===== src/hdl/sofb_pkg.sv =====
// shared constants, types and register map of the safety output block
package sofb_pkg;

  // register byte offsets
  localparam logic [7:0] OFF_CTRL     = 8'h00;
  localparam logic [7:0] OFF_STATUS   = 8'h04;
  localparam logic [7:0] OFF_IRQ_STAT = 8'h08;
  localparam logic [7:0] OFF_IRQ_MASK = 8'h0C;

  // contactor response time and its count at the system clock
  localparam int FBM_TIMEOUT_MS  = 300;
  localparam int CLK_KHZ         = 50000;
  localparam int FBM_TIMEOUT_CYC = FBM_TIMEOUT_MS * CLK_KHZ;

  // loop-back pulse phase length, input filter depth, good samples to enter bypass
  localparam int PULSE_CYC    = 64;
  localparam int FILT_LEN_DEF = 4;
  localparam int LOOP_GOOD_N  = 2;

  // filtered input bit positions
  localparam int IN_LB_A = 0;
  localparam int IN_LB_B = 1;
  localparam int IN_FB   = 2;
  localparam int IN_RST  = 3;
  localparam int IN_W    = 4;

  // pulse phases in which one loop-back output is high
  localparam logic [1:0] PH_A = 2'h0;
  localparam logic [1:0] PH_B = 2'h2;

  // display codes
  localparam logic [3:0] DISP_OK         = 4'h0;
  localparam logic [3:0] DISP_FBM_FAULT  = 4'h3;
  localparam logic [3:0] DISP_FBM_WIRING = 4'hB;
  localparam logic [3:0] DISP_BYPASS_ERR = 4'hC;
  localparam logic [3:0] DISP_WAIT       = 4'hE;

  // status register bit positions
  localparam int STB_ON     = 0;
  localparam int STB_BYPASS = 1;
  localparam int STB_LOCK   = 2;
  localparam int STB_WIRING = 3;
  localparam int STB_BPERR  = 4;
  localparam int STB_EDMF   = 5;
  localparam int STB_FB     = 6;
  localparam int STB_WAIT   = 7;

  typedef struct packed {
    logic bypass_en;
    logic fbm_en;
    logic configured;
  } sofb_ctrl_t;

  typedef struct packed {
    logic bp_implaus;
    logic bp_broken;
    logic bp_enter;
    logic fbm_wiring;
    logic contactor;
    logic fbm_timeout;
  } sofb_evt_t;

  localparam int CTRL_W = 3;
  localparam int EVT_W  = 6;

  localparam logic [CTRL_W-1:0] CTRL_RST = 3'h0;
  localparam logic [EVT_W-1:0]  EVT_RST  = 6'h00;

  typedef enum logic [2:0] {
    ST_WAIT_CFG,
    ST_INTERLOCK,
    ST_FBM_CHECK,
    ST_RUN,
    ST_BYPASS,
    ST_LOCKOUT
  } sofb_state_t;

endpackage


===== src/hdl/sofb_in_filter.sv =====
// two-flop synchroniser and run-length filter for each pin input
`timescale 1ns/1ps
module sofb_in_filter #(
  parameter int W   = 4,
  parameter int LEN = 4
) (
  input  wire logic         clk,
  input  wire logic         rst_n,
  input  wire logic [W-1:0] din,
  output logic      [W-1:0] dout
);

  genvar g;
  generate
    for (g = 0; g < W; g++)
    begin : g_bit
      logic           s1_q;
      logic           s2_q;
      logic [LEN-1:0] hist_q;
      logic           out_q;

      always_ff @(posedge clk or negedge rst_n)
      begin
        if (!rst_n)
        begin
          s1_q <= 1'b0;
          s2_q <= 1'b0;
        end
        else
        begin
          s1_q <= din[g];
          s2_q <= s1_q;
        end
      end

      // output moves only after LEN equal samples, so a short glitch is ignored
      always_ff @(posedge clk or negedge rst_n)
      begin
        if (!rst_n)
        begin
          hist_q <= '0;
          out_q  <= 1'b0;
        end
        else
        begin
          hist_q <= {hist_q[LEN-2:0], s2_q};
          if (&hist_q)
            out_q <= 1'b1;
          else if (~|hist_q)
            out_q <= 1'b0;
        end
      end

      assign dout[g] = out_q;
    end
  endgenerate

endmodule


===== src/hdl/sofb_core.sv =====
// safety switching outputs with contactor feedback monitor and bypass loop
// Operation
// - feedback response within 300 ms else off
// - missing feedback after trip blocks restart
// - feedback wired but option off shows B
// - bypass holds outputs on, indicators off
// - bypass holds speed and teach requests inactive
// - bypass needs option and looped-back pulses
// - broken loop locks out until power-up
// - implausible loop inputs raise error code C
// - both loop-back outputs driven with pulses
// - outputs off while waiting for configuration
`timescale 1ns/1ps
module sofb_core #(
  parameter int FBM_TIMEOUT_CYCLES = sofb_pkg::FBM_TIMEOUT_CYC,
  parameter int PULSE_CYCLES       = sofb_pkg::PULSE_CYC,
  parameter int FILT_LEN           = sofb_pkg::FILT_LEN_DEF
) (
  input  wire logic        pclk,
  input  wire logic        presetn,
  input  wire logic        psel,
  input  wire logic        penable,
  input  wire logic        pwrite,
  input  wire logic [7:0]  paddr,
  input  wire logic [31:0] pwdata,
  output logic      [31:0] prdata,
  output logic             pready,
  output logic             pslverr,
  input  wire logic        protect_clear,
  input  wire logic        speed_req_src,
  input  wire logic        teach_req_src,
  input  wire logic        reset_request,
  input  wire logic        contactor_feedback_monitor,
  input  wire logic        loopback_in_a,
  input  wire logic        loopback_in_b,
  output logic             safety_switch_out_a,
  output logic             safety_switch_out_b,
  output logic             loopback_pulse_out_a,
  output logic             loopback_pulse_out_b,
  output logic             target_speed_request,
  output logic             teach_request,
  output logic             display_on,
  output logic      [3:0]  display_code,
  output logic             irq
);

  localparam int TW = $clog2(FBM_TIMEOUT_CYCLES + 1);
  localparam int PW = $clog2(PULSE_CYCLES + 1);
  localparam logic [TW-1:0] TMR_LAST  = TW'(FBM_TIMEOUT_CYCLES - 1);
  localparam logic [PW-1:0] PCNT_LAST = PW'(PULSE_CYCLES - 1);
  localparam logic [1:0]    GOOD_N    = 2'(sofb_pkg::LOOP_GOOD_N);

  sofb_pkg::sofb_ctrl_t  ctrl_q;
  sofb_pkg::sofb_evt_t   ev;
  sofb_pkg::sofb_evt_t   stat_q;
  sofb_pkg::sofb_evt_t   mask_q;
  sofb_pkg::sofb_state_t state_q;
  sofb_pkg::sofb_state_t state_d;

  logic [sofb_pkg::IN_W-1:0] raw_in;
  logic [sofb_pkg::IN_W-1:0] filt;
  logic                      fb;
  logic                      lb_a;
  logic                      lb_b;
  logic                      rst_f_q;
  logic                      reset_edge;
  logic [TW-1:0]             tmr_q;
  logic [PW-1:0]             pcnt_q;
  logic [1:0]                phase_q;
  logic                      pulse_a_q;
  logic                      pulse_b_q;
  logic                      samp;
  logic                      implaus;
  logic                      miss;
  logic                      broken;
  logic [1:0]                good_q;
  logic                      loop_ok;
  logic                      bp_enter_ok;
  logic                      on_d;
  logic                      req_ok;
  logic                      wiring_q;
  logic                      bperr_q;
  logic                      edmf_q;
  logic                      out_a_q;
  logic                      out_b_q;
  logic                      spd_q;
  logic                      teach_q;
  logic                      disp_on_q;
  logic [3:0]                disp_q;
  logic [3:0]                disp_d;
  logic [31:0]               prdata_q;
  logic [31:0]               rd_mux;
  logic                      hit;
  logic                      setup_rd;
  logic                      acc;
  logic                      wr_en;
  logic                      rd_clr;

  // ---------------- input conditioning
  assign raw_in[sofb_pkg::IN_LB_A] = loopback_in_a;
  assign raw_in[sofb_pkg::IN_LB_B] = loopback_in_b;
  assign raw_in[sofb_pkg::IN_FB]   = contactor_feedback_monitor;
  assign raw_in[sofb_pkg::IN_RST]  = reset_request;

  sofb_in_filter #(
    .W   (sofb_pkg::IN_W),
    .LEN (FILT_LEN)
  ) u_filt (
    .clk   (pclk),
    .rst_n (presetn),
    .din   (raw_in),
    .dout  (filt)
  );

  assign fb   = filt[sofb_pkg::IN_FB];
  assign lb_a = filt[sofb_pkg::IN_LB_A];
  assign lb_b = filt[sofb_pkg::IN_LB_B];

  always_ff @(posedge pclk or negedge presetn)
  begin
    if (!presetn)
      rst_f_q <= 1'b0;
    else
      rst_f_q <= filt[sofb_pkg::IN_RST];
  end

  // a held reset button counts once
  assign reset_edge = filt[sofb_pkg::IN_RST] & ~rst_f_q;

  // ---------------- loop-back pulse generator
  always_ff @(posedge pclk or negedge presetn)
  begin
    if (!presetn)
    begin
      pcnt_q  <= '0;
      phase_q <= sofb_pkg::PH_A;
    end
    else if (!ctrl_q.bypass_en)
    begin
      pcnt_q  <= '0;
      phase_q <= sofb_pkg::PH_A;
    end
    else if (pcnt_q == PCNT_LAST)
    begin
      pcnt_q  <= '0;
      phase_q <= phase_q + 2'h1;
    end
    else
      pcnt_q <= pcnt_q + PW'(1);
  end

  // outputs alternate with a gap, so a short between the loops is visible
  always_ff @(posedge pclk or negedge presetn)
  begin
    if (!presetn)
    begin
      pulse_a_q <= 1'b0;
      pulse_b_q <= 1'b0;
    end
    else
    begin
      pulse_a_q <= ctrl_q.bypass_en & (phase_q == sofb_pkg::PH_A);
      pulse_b_q <= ctrl_q.bypass_en & (phase_q == sofb_pkg::PH_B);
    end
  end

  // sample at phase end, after the filter has settled on the returned level
  assign samp    = ctrl_q.bypass_en & (pcnt_q == PCNT_LAST);
  assign implaus = (lb_a & ~pulse_a_q) | (lb_b & ~pulse_b_q);
  assign miss    = (pulse_a_q & ~lb_a) | (pulse_b_q & ~lb_b);
  assign broken  = ~implaus & miss;

  always_ff @(posedge pclk or negedge presetn)
  begin
    if (!presetn)
      good_q <= '0;
    else if (!ctrl_q.bypass_en)
      good_q <= '0;
    else if (samp && (implaus || miss))
      good_q <= '0;
    else if (samp && (pulse_a_q || pulse_b_q) && good_q != GOOD_N)
      good_q <= good_q + 2'h1;
  end

  assign loop_ok     = (good_q == GOOD_N);
  assign bp_enter_ok = ctrl_q.configured & ctrl_q.bypass_en & loop_ok;

  // ---------------- main sequence
  always_comb
  begin
    state_d = state_q;
    ev      = sofb_pkg::EVT_RST;
    case (state_q)
      sofb_pkg::ST_WAIT_CFG:
      begin
        if (ctrl_q.configured)
        begin
          // closed contacts read back with monitoring off: wiring fault
          if (!ctrl_q.fbm_en && fb)
          begin
            state_d       = sofb_pkg::ST_LOCKOUT;
            ev.fbm_wiring = 1'b1;
          end
          else
            state_d = sofb_pkg::ST_INTERLOCK;
        end
      end
      sofb_pkg::ST_INTERLOCK:
      begin
        if (bp_enter_ok)
        begin
          state_d     = sofb_pkg::ST_BYPASS;
          ev.bp_enter = 1'b1;
        end
        else if (reset_edge && protect_clear)
        begin
          if (ctrl_q.fbm_en && !fb)
            ev.contactor = 1'b1;
          else if (ctrl_q.fbm_en)
            state_d = sofb_pkg::ST_FBM_CHECK;
          else
            state_d = sofb_pkg::ST_RUN;
        end
      end
      sofb_pkg::ST_FBM_CHECK:
      begin
        if (!protect_clear)
          state_d = sofb_pkg::ST_INTERLOCK;
        else if (!fb)
          state_d = sofb_pkg::ST_RUN;
        else if (tmr_q == TMR_LAST)
        begin
          state_d        = sofb_pkg::ST_INTERLOCK;
          ev.fbm_timeout = 1'b1;
        end
      end
      sofb_pkg::ST_RUN:
      begin
        if (bp_enter_ok)
        begin
          state_d     = sofb_pkg::ST_BYPASS;
          ev.bp_enter = 1'b1;
        end
        else if (!protect_clear)
          state_d = sofb_pkg::ST_INTERLOCK;
      end
      sofb_pkg::ST_BYPASS:
      begin
        if (samp && implaus)
        begin
          state_d       = sofb_pkg::ST_LOCKOUT;
          ev.bp_implaus = 1'b1;
        end
        else if ((samp && broken) || !ctrl_q.bypass_en)
        begin
          state_d      = sofb_pkg::ST_LOCKOUT;
          ev.bp_broken = 1'b1;
        end
      end
      sofb_pkg::ST_LOCKOUT:
        state_d = sofb_pkg::ST_LOCKOUT;
      default:
        state_d = sofb_pkg::ST_WAIT_CFG;
    endcase
    if (state_q inside {sofb_pkg::ST_INTERLOCK, sofb_pkg::ST_FBM_CHECK, sofb_pkg::ST_RUN})
    begin
      if (!ctrl_q.configured)
      begin
        state_d     = sofb_pkg::ST_WAIT_CFG;
        ev.bp_enter = 1'b0;
      end
      else if (samp && implaus)
      begin
        state_d       = sofb_pkg::ST_LOCKOUT;
        ev            = sofb_pkg::EVT_RST;
        ev.bp_implaus = 1'b1;
      end
    end
  end

  always_ff @(posedge pclk or negedge presetn)
  begin
    if (!presetn)
      state_q <= sofb_pkg::ST_WAIT_CFG;
    else
      state_q <= state_d;
  end

  // counted only while the response is awaited, which is entered only with monitoring on
  always_ff @(posedge pclk or negedge presetn)
  begin
    if (!presetn)
      tmr_q <= '0;
    else if (state_q == sofb_pkg::ST_FBM_CHECK)
      tmr_q <= tmr_q + TW'(1);
    else
      tmr_q <= '0;
  end

  // fault flags; wiring and bypass faults stay until power-up
  always_ff @(posedge pclk or negedge presetn)
  begin
    if (!presetn)
    begin
      wiring_q <= 1'b0;
      bperr_q  <= 1'b0;
      edmf_q   <= 1'b0;
    end
    else
    begin
      if (ev.fbm_wiring)
        wiring_q <= 1'b1;
      if (ev.bp_implaus)
        bperr_q <= 1'b1;
      if (ev.fbm_timeout || ev.contactor)
        edmf_q <= 1'b1;
      else if (state_d == sofb_pkg::ST_RUN)
        edmf_q <= 1'b0;
    end
  end

  // ---------------- pin outputs
  // both channels are driven alike from separate flops, never merged
  assign on_d   = state_d inside {sofb_pkg::ST_FBM_CHECK, sofb_pkg::ST_RUN, sofb_pkg::ST_BYPASS};
  assign req_ok = state_d inside {sofb_pkg::ST_INTERLOCK, sofb_pkg::ST_FBM_CHECK, sofb_pkg::ST_RUN};

  always_ff @(posedge pclk or negedge presetn)
  begin
    if (!presetn)
    begin
      out_a_q <= 1'b0;
      out_b_q <= 1'b0;
    end
    else
    begin
      out_a_q <= on_d;
      out_b_q <= on_d;
    end
  end

  always_ff @(posedge pclk or negedge presetn)
  begin
    if (!presetn)
    begin
      spd_q   <= 1'b0;
      teach_q <= 1'b0;
    end
    else
    begin
      spd_q   <= req_ok & speed_req_src;
      teach_q <= req_ok & teach_req_src;
    end
  end

  always_comb
  begin
    if (wiring_q || ev.fbm_wiring)
      disp_d = sofb_pkg::DISP_FBM_WIRING;
    else if (bperr_q || ev.bp_implaus)
      disp_d = sofb_pkg::DISP_BYPASS_ERR;
    else if (state_d == sofb_pkg::ST_WAIT_CFG)
      disp_d = sofb_pkg::DISP_WAIT;
    else if (edmf_q || ev.fbm_timeout || ev.contactor)
      disp_d = sofb_pkg::DISP_FBM_FAULT;
    else
      disp_d = sofb_pkg::DISP_OK;
  end

  always_ff @(posedge pclk or negedge presetn)
  begin
    if (!presetn)
    begin
      disp_q    <= sofb_pkg::DISP_WAIT;
      disp_on_q <= 1'b1;
    end
    else
    begin
      disp_q    <= disp_d;
      disp_on_q <= (state_d != sofb_pkg::ST_BYPASS);
    end
  end

  assign safety_switch_out_a  = out_a_q;
  assign safety_switch_out_b  = out_b_q;
  assign loopback_pulse_out_a = pulse_a_q;
  assign loopback_pulse_out_b = pulse_b_q;
  assign target_speed_request = spd_q;
  assign teach_request        = teach_q;
  assign display_on           = disp_on_q;
  assign display_code         = disp_q;

  // ---------------- apb slave
  assign hit      = paddr inside {sofb_pkg::OFF_CTRL, sofb_pkg::OFF_STATUS,
                                  sofb_pkg::OFF_IRQ_STAT, sofb_pkg::OFF_IRQ_MASK};
  assign setup_rd = psel & ~penable & ~pwrite;
  assign acc      = psel & penable;
  assign wr_en    = acc & pwrite & hit;
  assign rd_clr   = acc & ~pwrite & (paddr == sofb_pkg::OFF_IRQ_STAT);
  assign pready   = 1'b1;
  assign pslverr  = acc & ~hit;

  always_comb
  begin
    rd_mux = '0;
    case (paddr)
      sofb_pkg::OFF_CTRL:     rd_mux[sofb_pkg::CTRL_W-1:0] = ctrl_q;
      sofb_pkg::OFF_STATUS:
      begin
        rd_mux[sofb_pkg::STB_ON]     = out_a_q;
        rd_mux[sofb_pkg::STB_BYPASS] = (state_q == sofb_pkg::ST_BYPASS);
        rd_mux[sofb_pkg::STB_LOCK]   = (state_q == sofb_pkg::ST_LOCKOUT);
        rd_mux[sofb_pkg::STB_WIRING] = wiring_q;
        rd_mux[sofb_pkg::STB_BPERR]  = bperr_q;
        rd_mux[sofb_pkg::STB_EDMF]   = edmf_q;
        rd_mux[sofb_pkg::STB_FB]     = fb;
        rd_mux[sofb_pkg::STB_WAIT]   = (state_q == sofb_pkg::ST_WAIT_CFG);
      end
      sofb_pkg::OFF_IRQ_STAT: rd_mux[sofb_pkg::EVT_W-1:0] = stat_q;
      sofb_pkg::OFF_IRQ_MASK: rd_mux[sofb_pkg::EVT_W-1:0] = mask_q;
      default:                rd_mux = '0;
    endcase
  end

  // read data is caught in the setup cycle and held through the access
  always_ff @(posedge pclk or negedge presetn)
  begin
    if (!presetn)
      prdata_q <= 32'h0000_0000;
    else if (setup_rd)
      prdata_q <= rd_mux;
  end

  assign prdata = prdata_q;

  always_ff @(posedge pclk or negedge presetn)
  begin
    if (!presetn)
    begin
      ctrl_q <= sofb_pkg::CTRL_RST;
      mask_q <= sofb_pkg::EVT_RST;
    end
    else if (wr_en && paddr == sofb_pkg::OFF_CTRL)
      ctrl_q <= pwdata[sofb_pkg::CTRL_W-1:0];
    else if (wr_en && paddr == sofb_pkg::OFF_IRQ_MASK)
      mask_q <= pwdata[sofb_pkg::EVT_W-1:0];
  end

  // only bits that were returned are cleared, and a new event wins
  always_ff @(posedge pclk or negedge presetn)
  begin
    if (!presetn)
      stat_q <= sofb_pkg::EVT_RST;
    else if (rd_clr)
      stat_q <= (stat_q & ~prdata_q[sofb_pkg::EVT_W-1:0]) | ev;
    else
      stat_q <= stat_q | ev;
  end

  assign irq = |(stat_q & mask_q);
endmodule


===== config.mk =====
export PLATFORM = sky130hd
export DESIGN_NAME = sofb_core
export DESIGN_NICKNAME = d
export VERILOG_FILES = /design/src/hdl/sofb_pkg.sv /design/src/hdl/sofb_in_filter.sv /design/src/hdl/sofb_core.sv
export SDC_FILE = /design/constraint.sdc
export NUM_CORES = 1
export LEC_CHECK = 0
export ABC_AREA = 0
export ABC_CLOCK_PERIOD_IN_PS = 2800
export BUFFER_PORTS_ARGS = -buffer_cell sky130_fd_sc_hd__clkbuf_2
export CAP_MARGIN = 10
export CORE_MARGIN = 5
export CORE_UTILIZATION = 55
export DETAILED_ROUTE_END_ITERATION = 16
export PLACE_DENSITY = 0.89
export SLEW_MARGIN = 15
export SYNTH_ARGS = -nofsm -noshare
export SYNTH_HDL_FRONTEND = slang
export SYNTH_HIERARCHICAL = 1
export SYNTH_SLANG_ARGS = --single-unit

===== constraint.sdc =====
create_clock -name pclk -period 2.8 [get_ports pclk]
set_clock_uncertainty 0.1 [all_clocks]
set_input_delay 0.14 -clock pclk [delete_from_list [all_inputs] [get_ports pclk]]
set_output_delay 0.14 -clock pclk [all_outputs]
set_load 0.05 [all_outputs]

==> metrics.md <==
| Metric | Value |
|---|---|
| Peak supply drop | `approximately 310 µV` |
| Root Buffer | `clkbuf_8` |
| Critical Path RT | `slightly below 3 ns` |
| First-pass GRT wire length | `around 16 mm` |
| Vias per cell | `5.44` |
| Global route overflow | `0` |
| CP max-delay cell | `or4_1` |
| Crit Path Class | `flop to flop` |
| Final setup violation count | `0` |
| Clock sinks | `between 100 and 150` |
| Largest net degree at the start of global routing | `between 60 and 70` |
| GR Util met2 | `0.309` |
| Status | `completed` |
| Final Critical Period | `2.45 ns` |
| PortBufs | `46` |
| Worst setup SP type | `flop` |
| Post-DP HPWL | `between 6 and 7 mm` |
| Tcrit/Tclk final | `0.873` |
| Worst hold stages | `3` |
| Gr busiest metal | `met2` |
| Hold path endpoint | `prdata[5]` |
| Syn avg cell area | `~11 µm²` |
| Die height | `slightly above 100 µm` |
| CP endpoint kind | `flop` |
| Register area share after synthesis | `0.533` |
| CTS tree | `built` |
| Max transition margin | `0.572` |
| Asr flop ratio synth | `1.00` |
| Residual DRC | `0` |
| Fraction of layout instances using a drive strength above 1 | `0.202` |
| Biggest cell delay along the critical path | `around 0.54 ns` |
| Cell Pwr Density | `slightly above 600 nW/µm²` |
| CTS buffer count | `9` |
| Routed wire length | `9.36 mm` |
| GRT Total Usage | `0.180` |
| Flops & latches, synth | `approximately 100` |
| Avg WL per Cell | `between 10 and 15 µm` |
| Min-Delay Path Class | `input port to flop` |
| Number of synthesized flops with an enable pin | `0` |
| Worst Path Arrival | `roughly 2.6 ns` |
| Worst-Skew Late Latency | `approximately 0.36 ns` |
| CP bufs+invs | `0` |
| Clock transition at the registers of the reported paths | `approximately 0.090 ns` |
| Worst R2R End | `teach_request` |
| Min-delay src | `psel` |
| IO Count | `between 90 and 100` |
| Synth unique cells | `between 60 and 70` |
| Max-slew violation count | `0` |
| Die area | `10,800 µm²` |
| FP Rows | `34` |
| Initial Util | `0.561` |
| R2R cell count | `6` |
| Critical-path maximum fanout | `5` |
| Slew @ Worst Pin | `approximately 0.64 ns` |
| Setup slack at placement | `~0.37 ns` |
| Vias after detailed routing | `3,417` |
| Initial drt markers | `147` |
| Final worst slack | `between 0.3 and 0.4 ns` |
| Crit-path cells | `or4_1, or4_4, nor3_2, a21bo_2, nand2_1, and3_1` |
| Met3 Use GR | `0.0491` |
| Area grow syn2layout | `11.3%` |
| H-tree depth | `3` |
| Post-CTS Setup Repair Bufs | `0` |
| MaxCap Viol Count | `0` |
| Primary FF master, synth | `dfrtp_1` |
| Max Buffers Root-to-Sink | `2` |
| Core ar. | `roughly 8600 µm²` |
| Setup TNS | `0 ns` |
| Worst R2R Setup Slack | `0.35 ns` |
| Synthesized area | `just under 5000 µm²` |
| Initial antenna violation count | `0` |
| NumNets Final | `~570` |
| RR Startpoint | `tmr_q[11]` |
| Warnings, synthesis | `6` |
| Final count of hold timing violations | `0` |
| Crit path max-delay family | `simple AND/OR/NAND/NOR gates` |
| RSZ-0062 raised after global routing | `no` |
| Cells after synthesis | `about 460` |
| Die width | `a little over 100 µm` |
| Number of diodes | `0` |
| Vias in the first global route | `3,486` |
| LEAKAGE | `2.50 nW` |
| GRT met1 Usage | `0.231` |
| RD Place Congestion | `a little over 0.9` |
| Antenna Nets Post-Route | `0` |
| Max Fclk | `roughly 400 MHz` |
| DRT Pass-1 Iters | `4` |
## cells in the mapped netlist, types with 2 or more instances
library cell,instances,area [µm²]
and2b_2,2,17.5
ha_1,5,62.6
and3_1,8,50.1
inv_1,16,60.1
dfrtp_1,99,2480
or3_1,3,18.8
dfstp_2,4,105
or2_2,2,12.5
clkbuf_8,2,27.5
nor2b_1,5,31.3
conb_1,2,7.51
nand2_1,49,184
nor4_1,5,31.3
a22oi_1,6,45.0
nand3_1,15,75.1
xnor2_1,11,96.3
and4_1,2,17.5
a21o_1,3,22.5
o21ai_0,15,75.1
clkbuf_1,6,22.5
and2_1,2,12.5
buf_4,31,233
nand2b_1,8,50.1
mux2i_1,2,20.0
nor3_1,7,35.0
nor2_1,52,195
nand4_1,15,93.8
o41ai_2,4,65.1
mux4_2,2,45.0
xor2_1,16,140
a21oi_1,10,50.1
a21boi_0,4,30.0
mux2_2,11,124
## worst reg2reg max path: stages (launching register included)
cell and delay [ns]:
dfrtp_1 0.43, or4_1 0.54, or4_4 0.51, nor3_2 0.22
a21bo_2 0.22, nand2_1 0.11, and3_1 0.22
## layout make-up
| type | instances | area (µm²) |
|---|---|---|
| inverters | 16 | 60.1 |
| well taps | 108 | 135 |
| multi-input cells | 321 | 2000 |
| clock inverters | 4 | 51.3 |
| repair buffers | 64 | 413 |
| flip-flops and latches | 103 | 2580 |
| fillers | 716 | 3240 |
| clock buffers | 12 | 155 |
## per-layer routing
layer / wire length [µm] / vias to the layer above
li1: - / 1637
met1: 3900 / 1667
met2: 4810 / 106
met3: 582 / 7
met4: 67 / 0
met5: 0 / -
## cells in the final DEF (no fill, tap or decap), types with 3 or more instances in the layout
master          n
nor3_1          7
nor4_1          5
or3_1           3
xor2_1         16
dlygate4sd3_1  13
nand4_1        15
mux2_2         11
ha_1            5
and3_1          8
buf_4           5
nand2b_1        8
xnor2_1        11
clkbuf_2       45
conb_1         25
inv_1          16
dfstp_2         4
nand2_1        49
a21boi_0        4
a21o_1          3
a22oi_1         6
nor2b_1         5
dfrtp_1        99
nand3_1        15
clkbuf_8       11
o41ai_2         4
a21oi_1        10
o21ai_0        15
nor2_1         52
## power breakdown
part | total [mW] | leakage (nW) | internal [mW] | switching [mW]
combinational | 0.627 | 1.07 | 0.212 | 0.415
sequential | 1.75 | 1.33 | 1.62 | 0.123
clock | 0.948 | 0.103 | 0.465 | 0.483
total | 3.32 | 2.50 | 2.30 | 1.02
## through the flow
stage,total power [mW],hold WS (ns),instances,area [µm²],utilization
global placement,2.36,0.0624,599,5060,0.585
CTS,3.35,0.0647,628,5390,0.624
global route,3.51,0.0895,628,5390,0.624
finish,3.32,0.0742,628,5390,0.624
detailed placement,2.39,0.0748,599,5060,0.585
floorplan,2.27,-0.256,481,4930,-
## worst max path at each step
stage	start	end	slack, ns	cells after the start
global route	tmr_q[11]	display_code[0]	0.22	6
floorplan	loopback_pulse_out_a	display_code[0]	0.44	5
CTS	tmr_q[11]	display_code[0]	0.36	6
global placement	tmr_q[11]	teach_request	0.41	6
detailed placement	tmr_q[11]	display_code[0]	0.37	6
finish	tmr_q[11]	teach_request	0.35	6
## state kept, by name (all words and copies together), names as in the netlist, 2 cells and up
register	count
prdata	8
u_filt/g_bit.s2_q	4
tmr_q	24
pcnt_q	7
stat_q	6
u_filt/g_bit.out_q	4
phase_q	2
display_code	4
u_filt/g_bit.s1_q	4
ctrl_q	3
good_q	2
state_q	3
u_filt/g_bit.hist_q	16
mask_q	6
## timing repair
item	4_1_cts	5_1_grt
hold buffers	13	0
endpoints found under the hold margin	54	0
resized for setup	0	0
## cell families (layout without fill, tap and decap cells)
group	count (synthesis)	in the layout	synth area share
and+or+nand+nor	188	188	0.195
DFF	103	103	0.533
AOI/OAI and AO/OA	61	61	0.0971
buffers and inverters	57	96	0.0726
xor gates and xnor gates	27	27	0.0488
muxes	15	15	0.0390
adders and majority gates	5	5	0.0129
other	2	25	0.00155
Note: power is estimated with default switching activity, not from simulation.
